## config.mk

```make
export PLATFORM = sky130hd
export DESIGN_NAME = gppc_top
export DESIGN_NICKNAME = d
export VERILOG_FILES = /design/src/gppc_pkg.sv /design/src/gppc_top.sv
export VERILOG_INCLUDE_DIRS = /design/src
export SDC_FILE = /design/constraint.sdc
export NUM_CORES = 2
export LEC_CHECK = 0
export BUFFER_PORTS_ARGS = -buffer_cell sky130_fd_sc_hd__buf_2
export CORE_ASPECT_RATIO = 0.9
export CORE_MARGIN = 2
export CORE_UTILIZATION = 40
export CTS_BUF_LIST = sky130_fd_sc_hd__clkbuf_2 sky130_fd_sc_hd__clkbuf_4 sky130_fd_sc_hd__clkbuf_8
export DETAILED_ROUTE_END_ITERATION = 7
export HOLD_SLACK_MARGIN = 0.12
export PLACE_DENSITY = 0.65
export SYNTH_ARGS = -nofsm -noshare
export SYNTH_HDL_FRONTEND = slang
export SYNTH_SLANG_ARGS = --single-unit
```

## constraint.sdc

```tcl
create_clock -name SYS_CLK -period 5.8 [get_ports SYS_CLK]
set_clock_uncertainty 0.05 [all_clocks]
set_input_delay 1.16 -clock SYS_CLK [delete_from_list [all_inputs] [get_ports SYS_CLK]]
set_output_delay 1.16 -clock SYS_CLK [all_outputs]
set_load 0.02 [all_outputs]
```

## src/gppc_map.svh

```systemverilog
// What this block does
// - Pins are grouped into eight-pin ports, 78 pins in all.
// - Each pin takes one of eight drive modes, analog to weak drive.
// - Each pin selects a CMOS or an LVTTL input threshold.
// - Hold freezes every pad output and setting until it is released.
// - Each pin selects a fast or a slow output edge rate.
// - During reset every pin is disabled with its buffers off.
// - A per-pin matrix picks software or a peripheral as pin source.
// - Software writes output data and reads back the pin levels.
// - Only enabled pins flag; a port's flags make one request line.
`ifndef GPPC_MAP_SVH
`define GPPC_MAP_SVH
`define GPPC_NUM_PINS 78
`define GPPC_NUM_PORTS 10
// Word index inside a port window, byte address = port*64 + index*4
`define GPPC_IDX_OUT 4'h0
`define GPPC_IDX_IN 4'h1
`define GPPC_IDX_MODE 4'h2
`define GPPC_IDX_THR 4'h3
`define GPPC_IDX_SLEW 4'h4
`define GPPC_IDX_SEL 4'h5
`define GPPC_IDX_EDGE 4'h6
`define GPPC_IDX_IEN 4'h7
`define GPPC_IDX_PEND 4'h8
// Global window at byte 0x800
`define GPPC_GLB_BIT 11
`define GPPC_IDX_HOLD 4'h0
`define GPPC_IDX_STAT 4'h1
`define GPPC_IDX_MASK 4'h2
`define GPPC_RST_MODE 3'h0
`define GPPC_RST_SEL 2'h0
`define GPPC_RST_EDGE 2'h1
`endif

```

## src/gppc_pkg.sv

```systemverilog
package gppc_pkg;
  typedef enum logic [2:0] {
    GPPC_ANALOG = 3'h0,
    GPPC_INPUT = 3'h1,
    GPPC_WKUP_STDN = 3'h2,
    GPPC_STUP_WKDN = 3'h3,
    GPPC_OD_LOW = 3'h4,
    GPPC_OD_HIGH = 3'h5,
    GPPC_STRONG = 3'h6,
    GPPC_WEAK = 3'h7
  } gppc_drive_e;
  typedef enum logic [1:0] {
    GPPC_SEL_SW = 2'h0,
    GPPC_SEL_P0 = 2'h1,
    GPPC_SEL_P1 = 2'h2,
    GPPC_SEL_OFF = 2'h3
  } gppc_sel_e;
  typedef enum logic [1:0] {
    GPPC_EDGE_NONE = 2'h0,
    GPPC_EDGE_RISE = 2'h1,
    GPPC_EDGE_FALL = 2'h2,
    GPPC_EDGE_BOTH = 2'h3
  } gppc_edge_e;
endpackage

```

## src/gppc_top.sv

```systemverilog
`timescale 1ns/1ps
`include "gppc_map.svh"
module gppc_top
  import gppc_pkg::*;
(
  input wire logic SYS_CLK,
  input wire logic RESET,
  input wire logic WB_CYC_I,
  input wire logic WB_STB_I,
  input wire logic WB_WE_I,
  input wire logic [11:0] WB_ADR_I,
  input wire logic [3:0] WB_SEL_I,
  input wire logic [31:0] WB_DAT_I,
  output logic [31:0] WB_DAT_O,
  output logic WB_ACK_O,
  input wire logic [`GPPC_NUM_PINS-1:0] PAD_IN,
  output wire logic [`GPPC_NUM_PINS-1:0] PAD_OUT,
  output wire logic [`GPPC_NUM_PINS-1:0] PAD_OE,
  output wire logic [3*`GPPC_NUM_PINS-1:0] PAD_MODE,
  output wire logic [`GPPC_NUM_PINS-1:0] PAD_VTTL,
  output wire logic [`GPPC_NUM_PINS-1:0] PAD_SLOW,
  input wire logic [`GPPC_NUM_PINS-1:0] P0_OUT,
  input wire logic [`GPPC_NUM_PINS-1:0] P0_OE,
  input wire logic [`GPPC_NUM_PINS-1:0] P1_OUT,
  input wire logic [`GPPC_NUM_PINS-1:0] P1_OE,
  output wire logic [`GPPC_NUM_PINS-1:0] PERIPH_IN,
  output wire logic [`GPPC_NUM_PORTS-1:0] PORT_IRQ,
  output logic IRQ
);
  localparam int NP = `GPPC_NUM_PINS;
  localparam int NR = `GPPC_NUM_PORTS;
  localparam int NB = NR * 8;

  // ------------------------------------------------------------
  // Bus decode
  // ------------------------------------------------------------
  logic req;
  logic wr;
  logic rd;
  logic glb;
  logic [3:0] pidx;
  logic [3:0] ridx;
  logic [31:0] rmux;
  assign req = WB_CYC_I & WB_STB_I & ~WB_ACK_O;
  assign wr = req & WB_WE_I;
  assign rd = req & ~WB_WE_I;
  assign glb = WB_ADR_I[`GPPC_GLB_BIT];
  assign pidx = WB_ADR_I[9:6];
  assign ridx = WB_ADR_I[5:2];

  logic [7:0] out_r [NR];
  logic [7:0] thr_r [NR];
  logic [7:0] slew_r [NR];
  logic [7:0] ien_r [NR];
  logic [7:0] pend_r [NR];
  logic [23:0] mode_r [NR];
  logic [15:0] sel_r [NR];
  logic [15:0] edge_r [NR];
  logic hold_r;
  logic [NR-1:0] stat_r;
  logic [NR-1:0] mask_r;
  wire [NB-1:0] pst;
  wire [NB-1:0] ev;
  wire [NR-1:0] pirq;

  // ------------------------------------------------------------
  // Global registers and interrupt
  // ------------------------------------------------------------
  always_ff @(posedge SYS_CLK) begin
    if (RESET) begin
      hold_r <= 1'b0;
      mask_r <= '0;
    end else if (wr && glb && WB_SEL_I[0]) begin
      if (ridx == `GPPC_IDX_HOLD) begin
        hold_r <= WB_DAT_I[0];
      end
      if (ridx == `GPPC_IDX_MASK) begin
        mask_r <= WB_DAT_I[NR-1:0];
      end
    end
  end

  // Read clears, but a request in the same cycle still lands
  always_ff @(posedge SYS_CLK) begin
    if (RESET) begin
      stat_r <= '0;
    end else if (rd && glb && ridx == `GPPC_IDX_STAT) begin
      stat_r <= pirq;
    end else begin
      stat_r <= stat_r | pirq;
    end
  end

  always_ff @(posedge SYS_CLK) begin
    if (RESET) begin
      IRQ <= 1'b0;
    end else begin
      IRQ <= |(stat_r & mask_r);
    end
  end

  // ------------------------------------------------------------
  // Per-port registers
  // ------------------------------------------------------------
  genvar p;
  for (p = 0; p < NR; p++) begin : g_port
    logic hit;
    logic [7:0] clr;
    logic irq;
    assign hit = wr && !glb && pidx == 4'(p);
    assign clr = (hit && ridx == `GPPC_IDX_PEND && WB_SEL_I[0]) ?
                 WB_DAT_I[7:0] : 8'h00;
    // Byte-wide software registers of this port
    always_ff @(posedge SYS_CLK) begin
      if (RESET) begin
        out_r[p] <= 8'h00;
        thr_r[p] <= 8'h00;
        slew_r[p] <= 8'h00;
        ien_r[p] <= 8'h00;
      end else if (hit && WB_SEL_I[0]) begin
        case (ridx)
          `GPPC_IDX_OUT: out_r[p] <= WB_DAT_I[7:0];
          `GPPC_IDX_THR: thr_r[p] <= WB_DAT_I[7:0];
          `GPPC_IDX_SLEW: slew_r[p] <= WB_DAT_I[7:0];
          `GPPC_IDX_IEN: ien_r[p] <= WB_DAT_I[7:0];
          default: ;
        endcase
      end
    end
    // Multi-lane fields honour each byte enable
    always_ff @(posedge SYS_CLK) begin
      if (RESET) begin
        mode_r[p] <= {8{`GPPC_RST_MODE}};
        sel_r[p] <= {8{`GPPC_RST_SEL}};
        edge_r[p] <= {8{`GPPC_RST_EDGE}};
      end else if (hit) begin
        for (int k = 0; k < 3; k++) begin
          if (WB_SEL_I[k] && ridx == `GPPC_IDX_MODE) begin
            mode_r[p][k*8+:8] <= WB_DAT_I[k*8+:8];
          end
        end
        for (int k = 0; k < 2; k++) begin
          if (WB_SEL_I[k] && ridx == `GPPC_IDX_SEL) begin
            sel_r[p][k*8+:8] <= WB_DAT_I[k*8+:8];
          end
          if (WB_SEL_I[k] && ridx == `GPPC_IDX_EDGE) begin
            edge_r[p][k*8+:8] <= WB_DAT_I[k*8+:8];
          end
        end
      end
    end
    always_ff @(posedge SYS_CLK) begin
      if (RESET) begin
        pend_r[p] <= 8'h00;
      end else begin
        pend_r[p] <= (pend_r[p] & ~clr) | ev[p*8+:8];
      end
    end
    always_ff @(posedge SYS_CLK) begin
      if (RESET) begin
        irq <= 1'b0;
      end else begin
        irq <= |(pend_r[p] & ien_r[p]);
      end
    end
    assign pirq[p] = irq;
    assign PORT_IRQ[p] = irq;
  end

  // ------------------------------------------------------------
  // Per-pin input path and pad drive
  // ------------------------------------------------------------
  genvar i;
  for (i = 0; i < NB; i++) begin : g_pin
    if (i < NP) begin : g_real
      localparam int P = i / 8;
      localparam int B = i % 8;
      logic s1;
      logic s2;
      logic s3;
      logic f;
      logic fd;
      logic d;
      logic en;
      logic oe;
      logic [2:0] md;
      logic o_r;
      logic oe_r;
      logic [2:0] m_r;
      logic v_r;
      logic sl_r;
      logic pin_r;
      gppc_sel_e src;
      gppc_edge_e eg;
      // Glitch filter: a change counts once two stages agree
      always_ff @(posedge SYS_CLK) begin
        if (RESET) begin
          s1 <= 1'b0;
          s2 <= 1'b0;
          s3 <= 1'b0;
          f <= 1'b0;
          fd <= 1'b0;
        end else begin
          s1 <= PAD_IN[i];
          s2 <= s1;
          s3 <= s2;
          if (s2 == s3) begin
            f <= s3;
          end
          fd <= f;
        end
      end
      // Input buffer is off in analog mode, so state reads low
      assign pst[i] = f & (m_r != GPPC_ANALOG);
      assign eg = gppc_edge_e'(edge_r[P][2*B+:2]);
      assign ev[i] = ien_r[P][B] &
                     ((eg[0] & f & ~fd) | (eg[1] & ~f & fd));
      assign src = gppc_sel_e'(sel_r[P][2*B+:2]);
      always_comb begin
        d = 1'b0;
        en = 1'b0;
        md = mode_r[P][3*B+:3];
        case (src)
          GPPC_SEL_SW: begin
            d = out_r[P][B];
            en = 1'b1;
          end
          GPPC_SEL_P0: begin
            d = P0_OUT[i];
            en = P0_OE[i];
          end
          GPPC_SEL_P1: begin
            d = P1_OUT[i];
            en = P1_OE[i];
          end
          default: md = GPPC_ANALOG;
        endcase
        case (gppc_drive_e'(md))
          GPPC_ANALOG: oe = 1'b0;
          GPPC_INPUT: oe = 1'b0;
          GPPC_OD_LOW: oe = en & ~d;
          GPPC_OD_HIGH: oe = en & d;
          default: oe = en;
        endcase
      end
      always_ff @(posedge SYS_CLK) begin
        if (RESET) begin
          o_r <= 1'b0;
          oe_r <= 1'b0;
          m_r <= `GPPC_RST_MODE;
          v_r <= 1'b0;
          sl_r <= 1'b0;
        end else if (!hold_r) begin
          o_r <= d;
          oe_r <= oe;
          m_r <= md;
          v_r <= thr_r[P][B];
          sl_r <= slew_r[P][B];
        end
      end
      // Peripheral input only when a peripheral owns the pin
      always_ff @(posedge SYS_CLK) begin
        if (RESET) begin
          pin_r <= 1'b0;
        end else begin
          pin_r <= pst[i] & (src == GPPC_SEL_P0 || src == GPPC_SEL_P1);
        end
      end
      assign PAD_OUT[i] = o_r;
      assign PAD_OE[i] = oe_r;
      assign PAD_MODE[3*i+:3] = m_r;
      assign PAD_VTTL[i] = v_r;
      assign PAD_SLOW[i] = sl_r;
      assign PERIPH_IN[i] = pin_r;
    end else begin : g_none
      assign pst[i] = 1'b0;
      assign ev[i] = 1'b0;
    end
  end

  // ------------------------------------------------------------
  // Read mux and answer
  // ------------------------------------------------------------
  always_comb begin
    rmux = 32'h0;
    if (glb) begin
      case (ridx)
        `GPPC_IDX_HOLD: rmux[0] = hold_r;
        `GPPC_IDX_STAT: rmux[NR-1:0] = stat_r;
        `GPPC_IDX_MASK: rmux[NR-1:0] = mask_r;
        default: ;
      endcase
    end else if (pidx < 4'(NR)) begin
      case (ridx)
        `GPPC_IDX_OUT: rmux[7:0] = out_r[pidx];
        `GPPC_IDX_IN: rmux[7:0] = pst[{pidx, 3'b000}+:8];
        `GPPC_IDX_MODE: rmux[23:0] = mode_r[pidx];
        `GPPC_IDX_THR: rmux[7:0] = thr_r[pidx];
        `GPPC_IDX_SLEW: rmux[7:0] = slew_r[pidx];
        `GPPC_IDX_SEL: rmux[15:0] = sel_r[pidx];
        `GPPC_IDX_EDGE: rmux[15:0] = edge_r[pidx];
        `GPPC_IDX_IEN: rmux[7:0] = ien_r[pidx];
        `GPPC_IDX_PEND: rmux[7:0] = pend_r[pidx];
        default: ;
      endcase
    end
  end

  // Every access answers after one cycle, unmapped reads give zero
  always_ff @(posedge SYS_CLK) begin
    if (RESET) begin
      WB_ACK_O <= 1'b0;
      WB_DAT_O <= 32'h0;
    end else begin
      WB_ACK_O <= req;
      if (rd) begin
        WB_DAT_O <= rmux;
      end
    end
  end

  // ------------------------------------------------------------
  // Checks
  // ------------------------------------------------------------
  property p_grp;
    @(posedge SYS_CLK) disable iff (RESET)
    (wr && !glb && pidx == 4'h1 && ridx == `GPPC_IDX_OUT && WB_SEL_I[0])
    |=> out_r[1] == $past(WB_DAT_I[7:0]);
  endproperty
  a_grp: assert property (p_grp) else $error("port write missed");

  property p_odl;
    @(posedge SYS_CLK) disable iff (RESET)
    (!hold_r && mode_r[0][2:0] == GPPC_OD_LOW &&
     sel_r[0][1:0] == GPPC_SEL_SW && !out_r[0][0]) |=> PAD_OE[0];
  endproperty
  a_odl: assert property (p_odl) else $error("open drain low off");

  property p_ana;
    @(posedge SYS_CLK) disable iff (RESET)
    ((!hold_r && mode_r[0][2:0] == GPPC_ANALOG) [*2]) |=>
    !PAD_OE[0] && !pst[0];
  endproperty
  a_ana: assert property (p_ana) else $error("analog pin driven");

  property p_thr;
    @(posedge SYS_CLK) disable iff (RESET)
    !hold_r |=> PAD_VTTL[0] == $past(thr_r[0][0]);
  endproperty
  a_thr: assert property (p_thr) else $error("threshold not applied");

  property p_hold;
    @(posedge SYS_CLK) disable iff (RESET)
    hold_r |=> $stable(PAD_OUT) && $stable(PAD_OE) && $stable(PAD_MODE);
  endproperty
  a_hold: assert property (p_hold) else $error("pad moved in hold");

  property p_slew;
    @(posedge SYS_CLK) disable iff (RESET)
    !hold_r |=> PAD_SLOW[5] == $past(slew_r[0][5]);
  endproperty
  a_slew: assert property (p_slew) else $error("slew not applied");

  property p_rst;
    @(posedge SYS_CLK)
    RESET |=> PAD_OE == '0 && PAD_MODE == '0 && !IRQ;
  endproperty
  a_rst: assert property (p_rst) else $error("pin live in reset");

  property p_mux;
    @(posedge SYS_CLK) disable iff (RESET)
    (!hold_r && sel_r[0][1:0] == GPPC_SEL_P0) |=>
    PAD_OUT[0] == $past(P0_OUT[0]);
  endproperty
  a_mux: assert property (p_mux) else $error("matrix source wrong");

  property p_pin;
    @(posedge SYS_CLK) disable iff (RESET)
    (!RESET && PAD_IN[0]) [*4] |=> g_pin[0].g_real.f;
  endproperty
  a_pin: assert property (p_pin) else $error("pin state late");

  property p_pirq;
    @(posedge SYS_CLK) disable iff (RESET)
    (|(pend_r[2] & ien_r[2])) |=> PORT_IRQ[2];
  endproperty
  a_pirq: assert property (p_pirq) else $error("port request lost");

  property p_ien;
    @(posedge SYS_CLK) disable iff (RESET)
    (!ien_r[1][1] && !pend_r[1][1]) |=> !pend_r[1][1];
  endproperty
  a_ien: assert property (p_ien) else $error("disabled pin flagged");

  property p_w1c;
    @(posedge SYS_CLK) disable iff (RESET)
    (g_port[1].clr[0] && !ev[8]) |=> !pend_r[1][0];
  endproperty
  a_w1c: assert property (p_w1c) else $error("flag not cleared");

  property p_set;
    @(posedge SYS_CLK) disable iff (RESET)
    ev[8] |=> pend_r[1][0] ##1 (PORT_IRQ[1] || !ien_r[1][0]);
  endproperty
  a_set: assert property (p_set) else $error("edge event lost");

  property p_ack;
    @(posedge SYS_CLK) disable iff (RESET)
    req |=> WB_ACK_O ##1 !WB_ACK_O;
  endproperty
  a_ack: assert property (p_ack) else $error("bus answer wrong");

  c_irq: cover property (@(posedge SYS_CLK) disable iff (RESET) $rose(IRQ));
  c_hold: cover property (@(posedge SYS_CLK) disable iff (RESET)
    $rose(hold_r));
  c_odh: cover property (@(posedge SYS_CLK) disable iff (RESET)
    PAD_MODE[17:15] == GPPC_OD_HIGH && PAD_OE[5]);
endmodule

```

==> impl_metrics.ini <==
[critical_path]
cp_cell_sequence = and4b_1 -> and3_1 -> nand3_1 -> o21bai_1
rr_startpoint = WB_ACK_O$_SDFF_PP0_
crit_start = WB_ACK_O$_SDFF_PP0_
crit_arrival_ns = 4.68
crit_required_ns = 6.46
cp_num_buf_inv = 0
start_kind = flop
cp-end-kind = flop
slowest_delay_ns = 1.15
crit_family = simple AND/OR/NAND/NOR gates
path_max_fanout = 8
critPathKind = flop to flop
cpMaxStageDelayCell = o21bai_1

[clock_tree]
cts_resized = 0
cts_tree = yes
clkTransAtPathRegs_ns = 0.06
htree_num_levels = 5
clock_sinks = 2031
cts_buffer_depth = 4
numCtsBuffers = 359
clock_latency_ns = 1.17
root_buffer = clkbuf_8

[min_path]
min-delay-start = PAD_IN[37]
hp-class = primary input to flop

[cells_and_area]
nFillCells = 21404
multi_input_area_um2 = 37000
drive_above_1_share_pct = 21.5
num-nets-final = 9927
synthToLayoutAreaGrowth_pct = 14.2
postLayoutCoreUtil_pct = 45.9
seq_area_um2 = 49500

[route]
routed_wl_um = 402000
viasPerCell = 5.92
drt_iter0_drc = 10478
vias = 74310
wl_per_cell_um = 32.0
ant_nets = 0
first_pass_iters = 8
drc = 2

[logic_synthesis]
synth_area_per_cell_um2 = 10.8
ys_top_cells_by_count = 1151 x dfxtp_1, 880 x edfxtp_1, 823 x nor2_1
synth_top_area_share_pct = 28.6
yosys_warnings = 0
syn_inst = 8524
ys_ff_latch = 2031
synth_top_cell_by_area = edfxtp_1
postSynth.asyncResetShare_pct = 0
yosysUniqueCellTypes = 72
yosysMostFrequentCell = dfxtp_1
ys_seq_area_share_pct = 53.6
netlist_area_um2 = 92200
synth_area_leaders = edfxtp_1 29%, dfxtp_1 25%, ha_1 4.2%
synth_top_flop_cell = dfxtp_1
synth-edff-count = 880

[timing]
hold_violations = 0
slew-limit-headroom_pct = 10.9
final-max-slew-violation-count = 0
period_share_pct = 69.4
tightest_slew_ns = 1.32
clock.fmax_mhz = 249
tns_ns = 0
finalSetupViolCount = 0
period_minus_slack_ns = 4.02
rsz0062_at_grt = no

[placement]
dp_hpwl_um = 306000
place_congestion = 1.03
port_buffers = 1090

[global_route]
gr-total-overflow = 0
grt_start_max_net_pins = 193
grt_usage_pct = 32.9
grt_pass1_wl_um = 541000
antenna_found_initial = 77
grt_pass1_vias = 69434

[status]
violations = design-rule violations
status = finished with violations

[floorplan]
die_x_um = 510
start_util_pct = 40.2
core_area_um2 = 230000
die_area_um2 = 234000
ioPinCount = 1111
die_h_um = 460
rows = 167

[pwr]
power_density_nw_per_um2 = 312
peakVddDrop_v = 0.000254
p_leak_nw = 42.9

[flow_run]
cap_violations = 0
[registers in the layout, summed over array words and instances, names as in the netlist, 80 cells and up]
name and cells:
pend_r 80, g_pin.g_real.m_r 234, mode_r 240, edge_r 160
slew_r 80, ien_r 80, out_r 80, sel_r 160
thr_r 80
[power by group]
| part | total (mW) | internal [mW] | leakage, nW | switching, mW |
|---|---|---|---|---|
| logic | 2.75 | 0.865 | 20.8 | 1.89 |
| registers | 15.9 | 15.4 | 18.1 | 0.510 |
| clock network | 14.2 | 7.97 | 4.04 | 6.27 |
[worst paths after layout]
kind	end	slack [ns]	depth (start not counted)
setup / recovery	edge_r[7][2]$_SDFFCE_PN1P_	1.78	4
hold / removal	g_pin[37].g_real.s1$_SDFF_PP0_	0.20	2
setup reg to reg	edge_r[7][2]$_SDFFCE_PN1P_	1.78	4
hold reg to reg	g_pin[42].g_real.s2$_SDFF_PP0_	0.35	1
[timing repair]
item                                   in CTS  in global routing
buffers inserted                            0                  0
hold buffers                                4                  0
setup endpoints to repair                   0                  0
endpoints found under the hold margin       4                  0
[cell type report]
type	instances	share of cell area, %
Inverter	170	0.606
Clock inverter	92	0.671
Timing Repair Buffer	1223	6.37
Antenna cell	50	0.119
Tap cell	3042	3.61
Clock buffer	551	6.52
Sequential cell	2031	47.0
Multi-Input combinational cell	5387	35.1
[metrics by stage]
stage	instances	setup WS [ns]	hold WS, ns	instance area (um^2)	total power [mW]
4_1_cts	12496	1.97	0.121	105000	32.9
6_report	12546	1.78	0.196	105000	32.9
3_5_place_dp	11849	0.915	0.376	97600	18.8
3_3_place_gp	11849	0.966	0.367	97600	18.8
5_1_grt	12530	1.85	0.135	105000	33.7
2_1_floorplan	8531	2.47	0.364	92300	17.5
[metal layers]
layer  routed length [um]  track usage (%)
met1               156000             43.3
met5                  204                0
met2               173000             48.7
met3                49000             9.69
met4                23400             16.9
[kinds of logic after synthesis]
family	after synthesis	share of synthesized area, %
flip-flops	2031	53.6
multiplexers	510	7.27
AND/OR/NAND/NOR	2964	16.4
adder cells (fa/ha/maj)	312	4.23
buffers and inverters	1113	6.40
other	1	0.00407
AO/OA/AOI/OAI	1515	11.3
XOR/XNOR	78	0.741
[worst reg2reg max path, stage by stage (launching register included)]
cell and delay (ns):
dfxtp_1 0.35, and4b_1 0.70, and3_1 0.37, nand3_1 0.93, o21bai_1 1.16
[placed cells by master (no fill, tap or decap), drive strengths merged, types with 73 or more instances in the layout]
cell type / n
clkbuf: 551
a21oi: 318
dfxtp: 1151
mux2i: 370
nor2: 824
or3: 73
ha: 312
mux4: 127
nor2b: 338
buf: 1219
a211oi: 87
nand3: 84
o22ai: 162
a22oi: 493
inv: 175
and2: 605
nand2: 557
o21ai: 104
edfxtp: 880
and3: 214
a221oi: 97
Power figures use the tool's default switching activity.
